--- src/design/mode_sense_pkg.sv ---
package mode_sense_pkg;

    // ------------------------------------------------------------
    // command decode
    // ------------------------------------------------------------
    localparam logic [7:0] OPC_MODE_REPORT = 8'h1a;
    localparam int         PCS_MSB         = 7;
    localparam int         PCS_LSB         = 6;
    localparam logic [1:0] PCS_CURRENT     = 2'h0;
    localparam logic [1:0] PCS_CHANGEABLE  = 2'h1;
    localparam logic [1:0] PCS_DEFAULT     = 2'h2;
    localparam logic [1:0] PCS_SAVED       = 2'h3;
    localparam logic [5:0] PG_NONE         = 6'h00;
    localparam logic [5:0] PG_ERRREC       = 6'h01;
    localparam logic [5:0] PG_DISCON       = 6'h02;
    localparam logic [5:0] PG_FORMAT       = 6'h03;
    localparam logic [5:0] PG_GEOMETRY     = 6'h04;
    localparam logic [5:0] PG_CACHE        = 6'h08;
    localparam logic [5:0] PG_NOTCH        = 6'h0c;
    localparam logic [5:0] PG_SHUTDOWN     = 6'h32;
    localparam logic [5:0] PG_UNIQUE_A     = 6'h37;
    localparam logic [5:0] PG_UNIQUE_B     = 6'h39;
    localparam logic [5:0] PG_ALL          = 6'h3f;

    // ------------------------------------------------------------
    // sense codes
    // ------------------------------------------------------------
    localparam logic [3:0] SK_NONE         = 4'h0;
    localparam logic [3:0] SK_ILLEGAL      = 4'h5;
    localparam logic [7:0] ASC_NONE        = 8'h00;
    localparam logic [7:0] ASC_BAD_OPCODE  = 8'h20;
    localparam logic [7:0] ASC_BAD_FIELD   = 8'h24;

    // ------------------------------------------------------------
    // response layout
    // ------------------------------------------------------------
    localparam logic [7:0] HDR_BYTES       = 8'h04;
    localparam logic [7:0] BD_BYTES        = 8'h08;
    localparam logic [7:0] FMT_LEN         = 8'h16;
    localparam logic [7:0] GEO_LEN         = 8'h12;
    localparam logic [7:0] FMT_BYTES       = 8'h18;
    localparam logic [7:0] GEO_BYTES       = 8'h14;
    localparam logic [7:0] SECT_SIZE_HI    = 8'h02;
    localparam logic [7:0] ALT_PER_ZONE    = 8'h01;
    localparam logic [7:0] INTERLEAVE      = 8'h01;
    localparam logic [7:0] SOFT_SECTOR     = 8'h80;
    localparam logic [7:0] CYL_MID         = 8'h0b;
    localparam logic [7:0] CYL_LOW         = 8'h25;
    localparam logic [7:0] HEADS_FOUR      = 8'h04;
    localparam logic [7:0] HEADS_TWO       = 8'h02;
    localparam logic [15:0] TRACKS_PER_ZONE = 16'h0000;
    localparam logic [23:0] BLK_LEN_DEFAULT = 24'h000200;
    localparam logic [23:0] BLK_LEN_CHANGE  = 24'hffffff;
    localparam int          STEP_RATE_NS    = 100;

    // ------------------------------------------------------------
    // register map (byte addresses) and reset values
    // ------------------------------------------------------------
    localparam logic [7:0] REG_SEL_COMMIT  = 8'h00;
    localparam logic [7:0] REG_SEL_PAGE    = 8'h04;
    localparam logic [7:0] REG_ZONE        = 8'h08;
    localparam logic [7:0] REG_STATUS      = 8'h0c;
    localparam logic [7:0] REG_CUR_BLK     = 8'h10;
    localparam logic [7:0] REG_SAV_BLK     = 8'h14;
    localparam int         SEL_SAVE_BIT    = 24;
    localparam int         ZONE_HEADS_BIT  = 24;
    localparam int         ST_REJECT_BIT   = 1;
    localparam logic [7:0] ZONE_SPT_RST    = 8'h00;
    localparam logic [7:0] ZONE_SKEW_RST   = 8'h00;
    localparam logic       HEADS4_RST      = 1'b1;

    typedef enum logic [1:0] {
        ST_LOAD = 2'b00,
        ST_IDLE = 2'b01,
        ST_SEND = 2'b10
    } ctl_state_e;

    typedef struct packed {
        logic [7:0] opcode;
        logic [7:0] page_byte;
        logic [7:0] alloc_len;
    } cdb_s;

    typedef struct packed {
        logic [7:0] data;
        logic       last;
    } din_beat_s;

    typedef struct packed {
        logic [7:0] spt;
        logic [7:0] trk_skew;
        logic [7:0] cyl_skew;
        logic       heads4;
    } zone_s;

endpackage

--- src/design/mode_sense_responder.sv ---
`timescale 1ns/1ps
// How it works
// - opcode 1Ah, byte 2 control/page, byte 4 length
// - control 00 returns current parameter set
// - control 01 returns changeable-bit mask
// - control 10 returns factory defaults
// - control 11 returns saved set
// - page code zero rejected with 5/24
// - only listed page codes accepted
// - page 3Fh returns all implemented pages
// - select naming page 04h gets illegal request
// - page length byte gives supported byte count
// - transfer stops at min(allocation, available)
// - header, block descriptor, pages in order
// - header byte 0 counts bytes after it
// - medium zero, write protect clear, descriptor length 8
// - density and block count zero, length 5-7
// - saveable flag set when page has editable fields
// - format page fixed fields
// - format page zone fields from active zone
// - geometry page length, cylinders, heads by variant
// - step rate reported zero
// - write current and precomp cylinders zero
// - landing zone reported zero
module mode_sense_responder
    import mode_sense_pkg::*;
(
    // clock and reset
    input  wire logic        core_clk,
    input  wire logic        sys_rst,
    input  wire logic        clk_en,
    // register port
    input  wire logic [7:0]  reg_addr,
    input  wire logic [31:0] reg_wdata,
    input  wire logic        reg_wr,
    input  wire logic        reg_rd,
    output logic      [31:0] reg_rdata,
    // command in
    input  wire logic        cmd_valid,
    input  wire cdb_s        cmd_cdb,
    output logic             cmd_ready,
    // data in phase stream
    output logic             din_valid,
    output din_beat_s        din_beat,
    input  wire logic        din_ready,
    // completion
    output logic             cmd_done,
    output logic             cmd_check,
    output logic      [3:0]  sense_key,
    output logic      [7:0]  sense_asc
);

    typedef struct packed {
        ctl_state_e  st;
        logic [1:0]  pcs;
        logic [5:0]  page;
        logic [7:0]  idx;
        logic [7:0]  remain;
        logic        out_valid;
        din_beat_s   beat;
        logic        ready;
        logic        done;
        logic        check;
        logic [3:0]  skey;
        logic [7:0]  asc;
        logic [23:0] cur_blk;
        logic [23:0] sav_blk;
        zone_s       zone;
        logic        sel_reject;
        logic [31:0] rdata;
    } state_s;

    state_s st_ff;
    state_s nxt_st;

    // ------------------------------------------------------------
    // response byte builders
    // ------------------------------------------------------------
    function automatic logic page_known(input logic [5:0] pg);
        page_known = (pg == PG_ERRREC) || (pg == PG_DISCON) ||
                     (pg == PG_FORMAT) || (pg == PG_GEOMETRY) ||
                     (pg == PG_CACHE) || (pg == PG_NOTCH) ||
                     (pg == PG_SHUTDOWN) || (pg == PG_UNIQUE_A) ||
                     (pg == PG_UNIQUE_B) || (pg == PG_ALL);
    endfunction

    // pages other than format and geometry carry no modelled body
    function automatic logic [7:0] page_bytes(input logic [5:0] pg);
        if (pg == PG_FORMAT)
            page_bytes = FMT_BYTES;
        else if (pg == PG_GEOMETRY)
            page_bytes = GEO_BYTES;
        else if (pg == PG_ALL)
            page_bytes = 8'(FMT_BYTES + GEO_BYTES);
        else
            page_bytes = 8'h00;
    endfunction

    // neither page has an initiator-editable field, so not saveable
    function automatic logic [7:0] fmt_byte(input logic [7:0] off,
                                            input logic mask,
                                            input zone_s z);
        logic [7:0] b;
        b = 8'h00;
        case (off)
            8'd0:  b = {2'b00, PG_FORMAT};
            8'd1:  b = FMT_LEN;
            8'd2:  b = TRACKS_PER_ZONE[15:8];
            8'd3:  b = TRACKS_PER_ZONE[7:0];
            8'd5:  b = ALT_PER_ZONE;
            8'd7:  b = ALT_PER_ZONE;
            8'd11: b = z.spt;
            8'd12: b = SECT_SIZE_HI;
            8'd15: b = INTERLEAVE;
            8'd17: b = z.trk_skew;
            8'd19: b = z.cyl_skew;
            8'd20: b = SOFT_SECTOR;
            default: b = 8'h00;
        endcase
        if (mask && off > 8'd1)
            b = 8'h00;
        fmt_byte = b;
    endfunction

    function automatic logic [7:0] geo_byte(input logic [7:0] off,
                                            input logic mask,
                                            input logic four);
        logic [7:0] b;
        b = 8'h00;
        case (off)
            8'd0: b = {2'b00, PG_GEOMETRY};
            8'd1: b = GEO_LEN;
            8'd3: b = CYL_MID;
            8'd4: b = CYL_LOW;
            8'd5: b = four ? HEADS_FOUR : HEADS_TWO;
            default: b = 8'h00;
        endcase
        if (mask && off > 8'd1)
            b = 8'h00;
        geo_byte = b;
    endfunction

    function automatic logic [7:0] resp_byte(input logic [7:0] i,
                                             input logic [5:0] pg,
                                             input logic [7:0] tot,
                                             input logic [23:0] blk,
                                             input logic mask,
                                             input zone_s z);
        logic [7:0] p;
        p = 8'(i - HDR_BYTES - BD_BYTES);
        if (i == 8'd0)
            resp_byte = 8'(tot - 8'd1);
        else if (i == 8'd3)
            resp_byte = BD_BYTES;
        else if (i < HDR_BYTES)
            resp_byte = 8'h00;
        else if (i == 8'd9)
            resp_byte = blk[23:16];
        else if (i == 8'd10)
            resp_byte = blk[15:8];
        else if (i == 8'd11)
            resp_byte = blk[7:0];
        else if (i < 8'(HDR_BYTES + BD_BYTES))
            resp_byte = 8'h00;
        else if (pg == PG_GEOMETRY)
            resp_byte = geo_byte(p, mask, z.heads4);
        else if (p < FMT_BYTES)
            resp_byte = fmt_byte(p, mask, z);
        else
            resp_byte = geo_byte(8'(p - FMT_BYTES), mask, z.heads4);
    endfunction

    // ------------------------------------------------------------
    // next state
    // ------------------------------------------------------------
    logic [7:0]  total_len;
    logic [23:0] sel_blk;
    logic [5:0]  cmd_page;
    logic [1:0]  cmd_pcs;
    logic        slot_free;

    always_comb
    begin
        nxt_st    = st_ff;
        cmd_page  = cmd_cdb.page_byte[5:0];
        cmd_pcs   = cmd_cdb.page_byte[PCS_MSB:PCS_LSB];
        total_len = 8'(HDR_BYTES + BD_BYTES + page_bytes(st_ff.page));
        slot_free = !st_ff.out_valid || din_ready;
        case (st_ff.pcs)
            PCS_CURRENT:    sel_blk = st_ff.cur_blk;
            PCS_CHANGEABLE: sel_blk = BLK_LEN_CHANGE;
            PCS_DEFAULT:    sel_blk = BLK_LEN_DEFAULT;
            default:        sel_blk = st_ff.sav_blk;
        endcase
        nxt_st.done  = 1'b0;
        nxt_st.rdata = 32'h0;

        case (st_ff.st)
            ST_LOAD:
            begin
                nxt_st.cur_blk = st_ff.sav_blk;
                nxt_st.ready   = 1'b1;
                nxt_st.st      = ST_IDLE;
            end
            ST_IDLE:
            begin
                if (cmd_valid)
                begin
                    nxt_st.ready = 1'b0;
                    nxt_st.pcs   = cmd_pcs;
                    nxt_st.page  = cmd_page;
                    nxt_st.idx   = 8'h00;
                    nxt_st.check = 1'b0;
                    nxt_st.skey  = SK_NONE;
                    nxt_st.asc   = ASC_NONE;
                    if (cmd_cdb.opcode != OPC_MODE_REPORT)
                    begin
                        nxt_st.check = 1'b1;
                        nxt_st.skey  = SK_ILLEGAL;
                        nxt_st.asc   = ASC_BAD_OPCODE;
                        nxt_st.done  = 1'b1;
                        nxt_st.ready = 1'b1;
                    end
                    else if (cmd_page == PG_NONE || !page_known(cmd_page))
                    begin
                        nxt_st.check = 1'b1;
                        nxt_st.skey  = SK_ILLEGAL;
                        nxt_st.asc   = ASC_BAD_FIELD;
                        nxt_st.done  = 1'b1;
                        nxt_st.ready = 1'b1;
                    end
                    else
                    begin
                        nxt_st.remain = cmd_cdb.alloc_len;
                        if (8'(HDR_BYTES + BD_BYTES + page_bytes(cmd_page))
                            < cmd_cdb.alloc_len)
                            nxt_st.remain = 8'(HDR_BYTES + BD_BYTES
                                               + page_bytes(cmd_page));
                        nxt_st.st = ST_SEND;
                    end
                end
            end
            ST_SEND:
            begin
                if (slot_free)
                begin
                    if (st_ff.remain == 8'h00)
                    begin
                        nxt_st.out_valid = 1'b0;
                        nxt_st.done      = 1'b1;
                        nxt_st.ready     = 1'b1;
                        nxt_st.st        = ST_IDLE;
                    end
                    else
                    begin
                        nxt_st.out_valid = 1'b1;
                        nxt_st.beat.data = resp_byte(st_ff.idx, st_ff.page,
                            total_len, sel_blk,
                            st_ff.pcs == PCS_CHANGEABLE, st_ff.zone);
                        nxt_st.beat.last = (st_ff.remain == 8'h01);
                        nxt_st.idx       = 8'(st_ff.idx + 8'h01);
                        nxt_st.remain    = 8'(st_ff.remain - 8'h01);
                    end
                end
            end
            default:
                nxt_st.st = ST_IDLE;
        endcase

        // --------------------------------------------------------
        // register port
        // --------------------------------------------------------
        if (reg_wr)
        begin
            if (reg_addr == REG_SEL_COMMIT)
            begin
                nxt_st.cur_blk = reg_wdata[23:0];
                if (reg_wdata[SEL_SAVE_BIT])
                    nxt_st.sav_blk = reg_wdata[23:0];
            end
            else if (reg_addr == REG_ZONE)
            begin
                nxt_st.zone.spt      = reg_wdata[7:0];
                nxt_st.zone.trk_skew = reg_wdata[15:8];
                nxt_st.zone.cyl_skew = reg_wdata[23:16];
                nxt_st.zone.heads4   = reg_wdata[ZONE_HEADS_BIT];
            end
            else if (reg_addr == REG_STATUS)
            begin
                if (reg_wdata[ST_REJECT_BIT])
                    nxt_st.sel_reject = 1'b0;
            end
        end
        // set placed after clear so a same-cycle event wins
        if (reg_wr && reg_addr == REG_SEL_PAGE &&
            (reg_wdata[5:0] == PG_GEOMETRY || reg_wdata[5:0] == PG_FORMAT
             || reg_wdata[5:0] == PG_ALL))
            nxt_st.sel_reject = 1'b1;

        if (reg_rd)
        begin
            if (reg_addr == REG_ZONE)
                nxt_st.rdata = {7'h00, st_ff.zone.heads4,
                                st_ff.zone.cyl_skew, st_ff.zone.trk_skew,
                                st_ff.zone.spt};
            else if (reg_addr == REG_STATUS)
                nxt_st.rdata = {8'h00, st_ff.asc, 4'h0, st_ff.skey,
                                5'h00, st_ff.check, st_ff.sel_reject,
                                st_ff.st != ST_IDLE};
            else if (reg_addr == REG_CUR_BLK)
                nxt_st.rdata = {8'h00, st_ff.cur_blk};
            else if (reg_addr == REG_SAV_BLK)
                nxt_st.rdata = {8'h00, st_ff.sav_blk};
            else
                nxt_st.rdata = 32'h0;
        end
    end

    // ------------------------------------------------------------
    // state register
    // ------------------------------------------------------------
    always_ff @(posedge core_clk or posedge sys_rst)
    begin
        if (sys_rst)
        begin
            st_ff             <= '0;
            st_ff.st          <= ST_LOAD;
            st_ff.cur_blk     <= BLK_LEN_DEFAULT;
            st_ff.sav_blk     <= BLK_LEN_DEFAULT;
            st_ff.zone.spt      <= ZONE_SPT_RST;
            st_ff.zone.trk_skew <= ZONE_SKEW_RST;
            st_ff.zone.cyl_skew <= ZONE_SKEW_RST;
            st_ff.zone.heads4   <= HEADS4_RST;
        end
        else if (clk_en)
        begin
            st_ff <= nxt_st;
        end
    end

    assign reg_rdata = st_ff.rdata;
    assign cmd_ready = st_ff.ready;
    assign din_valid = st_ff.out_valid;
    assign din_beat  = st_ff.beat;
    assign cmd_done  = st_ff.done;
    assign cmd_check = st_ff.check;
    assign sense_key = st_ff.skey;
    assign sense_asc = st_ff.asc;
endmodule

--- config.mk ---
export PLATFORM = sky130hd
export DESIGN_NAME = mode_sense_responder
export DESIGN_NICKNAME = d
export VERILOG_FILES = /design/src/design/mode_sense_pkg.sv /design/src/design/mode_sense_responder.sv
export SDC_FILE = /design/constraint.sdc
export NUM_CORES = 1
export LEC_CHECK = 0
export BUFFER_PORTS_ARGS = -buffer_cell sky130_fd_sc_hd__buf_4
export CAP_MARGIN = 5
export CORE_UTILIZATION = 35
export CTS_BUF_LIST = sky130_fd_sc_hd__clkbuf_8
export DETAILED_ROUTE_END_ITERATION = 7
export HOLD_SLACK_MARGIN = 0.15
export SLEW_MARGIN = 25
export SYNTH_ARGS = -nofsm -noshare
export SYNTH_HDL_FRONTEND = slang
export SYNTH_SLANG_ARGS = --single-unit
--- constraint.sdc ---
create_clock -name core_clk -period 7.3 [get_ports core_clk]
set_clock_uncertainty 0.1 [all_clocks]
set_input_delay 0.73 -clock core_clk [delete_from_list [all_inputs] [get_ports core_clk]]
set_output_delay 0.73 -clock core_clk [all_outputs]
set_load 0.05 [all_outputs]
==> flow_summary_export.csv <==
group,metric,value,unit
die,die_h,162,um
synthesis,synth_top_cells_by_count,"136 x dfrtp_1, 92 x a21oi_1, 73 x o21ai_0, 70 x nor2_1, 69 x nand2_1",
worst_setup_path,critPathMaxStageDelay,690,ps
worst_setup_path,cpMaxStageDelayCell,"nand3_1",
detailed_routing,route.detailed.drc,5,
placed_design,dp_cells,1340,
timing,maxSlewHeadroom,0.407,
timing,period_needed,3540,ps
placed_design,gp_congestion,0.921,
timing,rsz0062_at_grt,"false",
run_status,outcome,"finished, violations left",
pwr,power,2.78,mW
synthesis,yosysWarningCount,0,
layout,drive_above_1_share,0.220,
pwr,power_density,279,nW/um2
detailed_routing,avgViaCountPerCell,5.72,
run_status,failed_checks,"design-rule violations",
layout,diodes,0,
worst_setup_path,crit_cells,8,
grt,busiest_layer,"met2",
layout,area_growth,11.4,%
timing,setup_viol,0,
worst_setup_path,end_kind,"flop",
synthesis,syn_inst,1002,
grt,grt_use_met3,0.0414,
clock_network,clkLatencyLatePin,470,ps
die,ios,128,
timing,finalSetupTns,0,ps
detailed_routing,firstDrtPassIters,8,
synthesis,netlist.area_leader.share,0.381,
detailed_routing,wl_per_cell,19.7,um
grt,track_usage,0.209,
placed_design,dp_hpwl,18900,um
layout,final_nets,1129,
synthesis,synthFlopType,"dfrtp_1",
die,core,25100,um2
layout,multi_input_area,4610,um2
synthesis,synth_area,8930,um2
synthesis,ys_types,80,
die,rows,58,
clock_network,cts_root_buffer,"clkbuf_8",
worst_setup_path,ff2ff_path_depth,8,
timing,fin_crit_sh,0.484,
synthesis,synth-seq-cells,139,
hold_path,min_path_type,"input pin to async pin",
die,dieWidth,162,um
clock_network,cts_sinks,139,
worst_setup_path,cp_data_arrival_time,3840,ps
detailed_routing,vias,7846,
layout,final_cells,1372,
detailed_routing,ant_nets,0,
worst_setup_path,r2r_slack,3760,ps
grt,use_met2,0.330,
clock_network,cts_setup_buffers,0,
timing,max_freq,283,MHz
die,initial_core_util,0.356,
layout,seqCellArea,3480,um2
clock_network,clkSlewWorstSetupHoldPaths,90,ps
synthesis,async_flop_share,1.00,
worst_setup_path,cp-startpoint,"st_ff[155]",
worst_setup_path,crit_path_start_kind,"flop",
synthesis,synth_most_common_cell,"dfrtp_1",
worst_setup_path,path_cells,"inv_1, ha_1, and2_1, nand3_1, nor2_1, o221ai_1, a21oi_1, a221o_1",
run,cap_violations,0,
grt,grt_overflow,0,
worst_setup_path,r2r-start,"st_ff[155]",
worst_setup_path,reg2reg_to,"din_beat[5]",
timing,hold_violations,0,
synthesis,synth_area_per_cell,8.92,um2
worst_setup_path,crit_type,"flop to flop",
worst_setup_path,critPathMaxFanout,17,
placed_design,portBuffers,105,
clock_network,h-tree-depth,4,
clock_network,cts_tree,"done",
grt,grtUsageMet1,0.287,
timing,slew_viol_final,0,
clock_network,cts_buffers,17,
worst_setup_path,endpoint,"din_beat[5]",
clock_network,post_cts_resized,0,
layout,num-fill-cells,2617,
worst_setup_path,crit_family,"simple AND/OR/NAND/NOR gates",
pwr,p_leak,4.28,nW
clock_network,cts-hold-fix-buffers,0,
grt,grt_antenna_before_repair,0,
detailed_routing,drt_iter0_markers,725,
clock_network,clk_path_buf_depth,2,
worst_setup_path,path_buf_inv,1,
die,die-area,26200,um2
synthesis,ys_top_cells_by_area,"dfrtp_1 38%, mux2_2 7.7%, a21oi_1 5.2%",
synthesis,yosysSeqAreaShare,0.390,
worst_setup_path,crit_required,7600,ps
pwr,ir_worst_vdd,0.188,mV
grt,grt_first_pass_wirelength,42400,um
timing,tightest_slew,890,ps
synthesis,synth_edf_count,0,
grt,grt_max_degree,90,
synthesis,synth_top_cell_by_area,"dfrtp_1",
grt,grt_pass1_vias,7260,
detailed_routing,routed_wl,27000,um
## sequential cells by signal (all words and copies together) (netlist names)
signal	count
reg_rdata	25
st_ff	100
din_valid	1
sense_asc	1
cmd_done	1
din_beat	9
sense_key	1
cmd_ready	1
## routing by layer
| layer | share of wire | vias up | wire length (um) |
|---|---|---|---|
| li1 | - | 3674 | - |
| met1 | 0.45 | 3852 | 12200 |
| met2 | 0.47 | 290 | 12600 |
| met3 | 0.066 | 30 | 1770 |
| met4 | 0.015 | 0 | 408 |
| met5 | 0 | - | 0 |
## cells by family after synthesis
kind of cell | synth area share
muxes | 0.0791
adders and majority gates | 0.0406
xor gates and xnor gates | 0.00784
and+or+nand+nor | 0.136
other | 0.000420
DFF | 0.390
buffers and inverters | 0.100
AOI/OAI and AO/OA | 0.246
## worst min path at each step
stage                             end  cells after the start
final                      st_ff[133]                      2
after global routing       st_ff[133]                      2
after CTS                  st_ff[133]                      2
after detailed placement  din_beat[0]                      2
after global placement    din_beat[0]                      2
after floorplan           din_beat[0]                      2
## through the flow
step                hold WS [ps]  worst slack (ps)   util  cell area [um2]
floorplan                    351              2750      -             8990
global placement             373              3550  0.381             9580
detailed placement           378              3520  0.381             9580
CTS                          333              3820  0.396             9950
global route                 321              3500  0.396             9950
finish                       261              3760  0.396             9950
## cell type report
cell class	instances	area share
Multi-Input combinational cell	702	0.464
Tap cell	330	0.0415
Inverter	54	0.0209
Clock inverter	12	0.00981
Sequential cell	139	0.350
Clock buffer	20	0.0277
Timing Repair Buffer	115	0.0867
## cell usage in the layout, fill, tap and decap left out, types with 4 or more instances in the layout
cell type  synthesis  final
a22oi_1            6      6
nand4_1            4      4
or3_1              5      5
inv_1             54     56
nand3_1           23     23
xor2_1             4      4
nor2_1            70     70
and3_1            13     12
nand2_1           69     68
buf_4             53    115
o32ai_1            4      4
xnor2_1            4      4
ha_1              29     29
nor2_2             4      4
dfrtp_1          136    136
mux2_2            61     61
conb_1             1     15
nor4_1             7      7
o41ai_1            4      4
nor2b_1            5      5
a21oi_1           92     92
o211ai_1           4      4
o31ai_1            6      6
a221o_1            5      5
o22ai_1           54     54
a221oi_1          12     12
clkbuf_8           0     20
nand2b_1           4      4
a21o_1             5      5
a211oi_1          11     11
nor3_1            13     13
and2_1             7      7
a222oi_1          16     16
o21ai_0           73     73
a31oi_1            7      7
## power by group
group          internal, mW  leakage [nW]  switching (mW)
Sequential            0.917          1.83           0.139
Combinational         0.364          2.25           0.748
Clock                 0.293         0.199           0.317
Power figures use the tool's default switching activity.
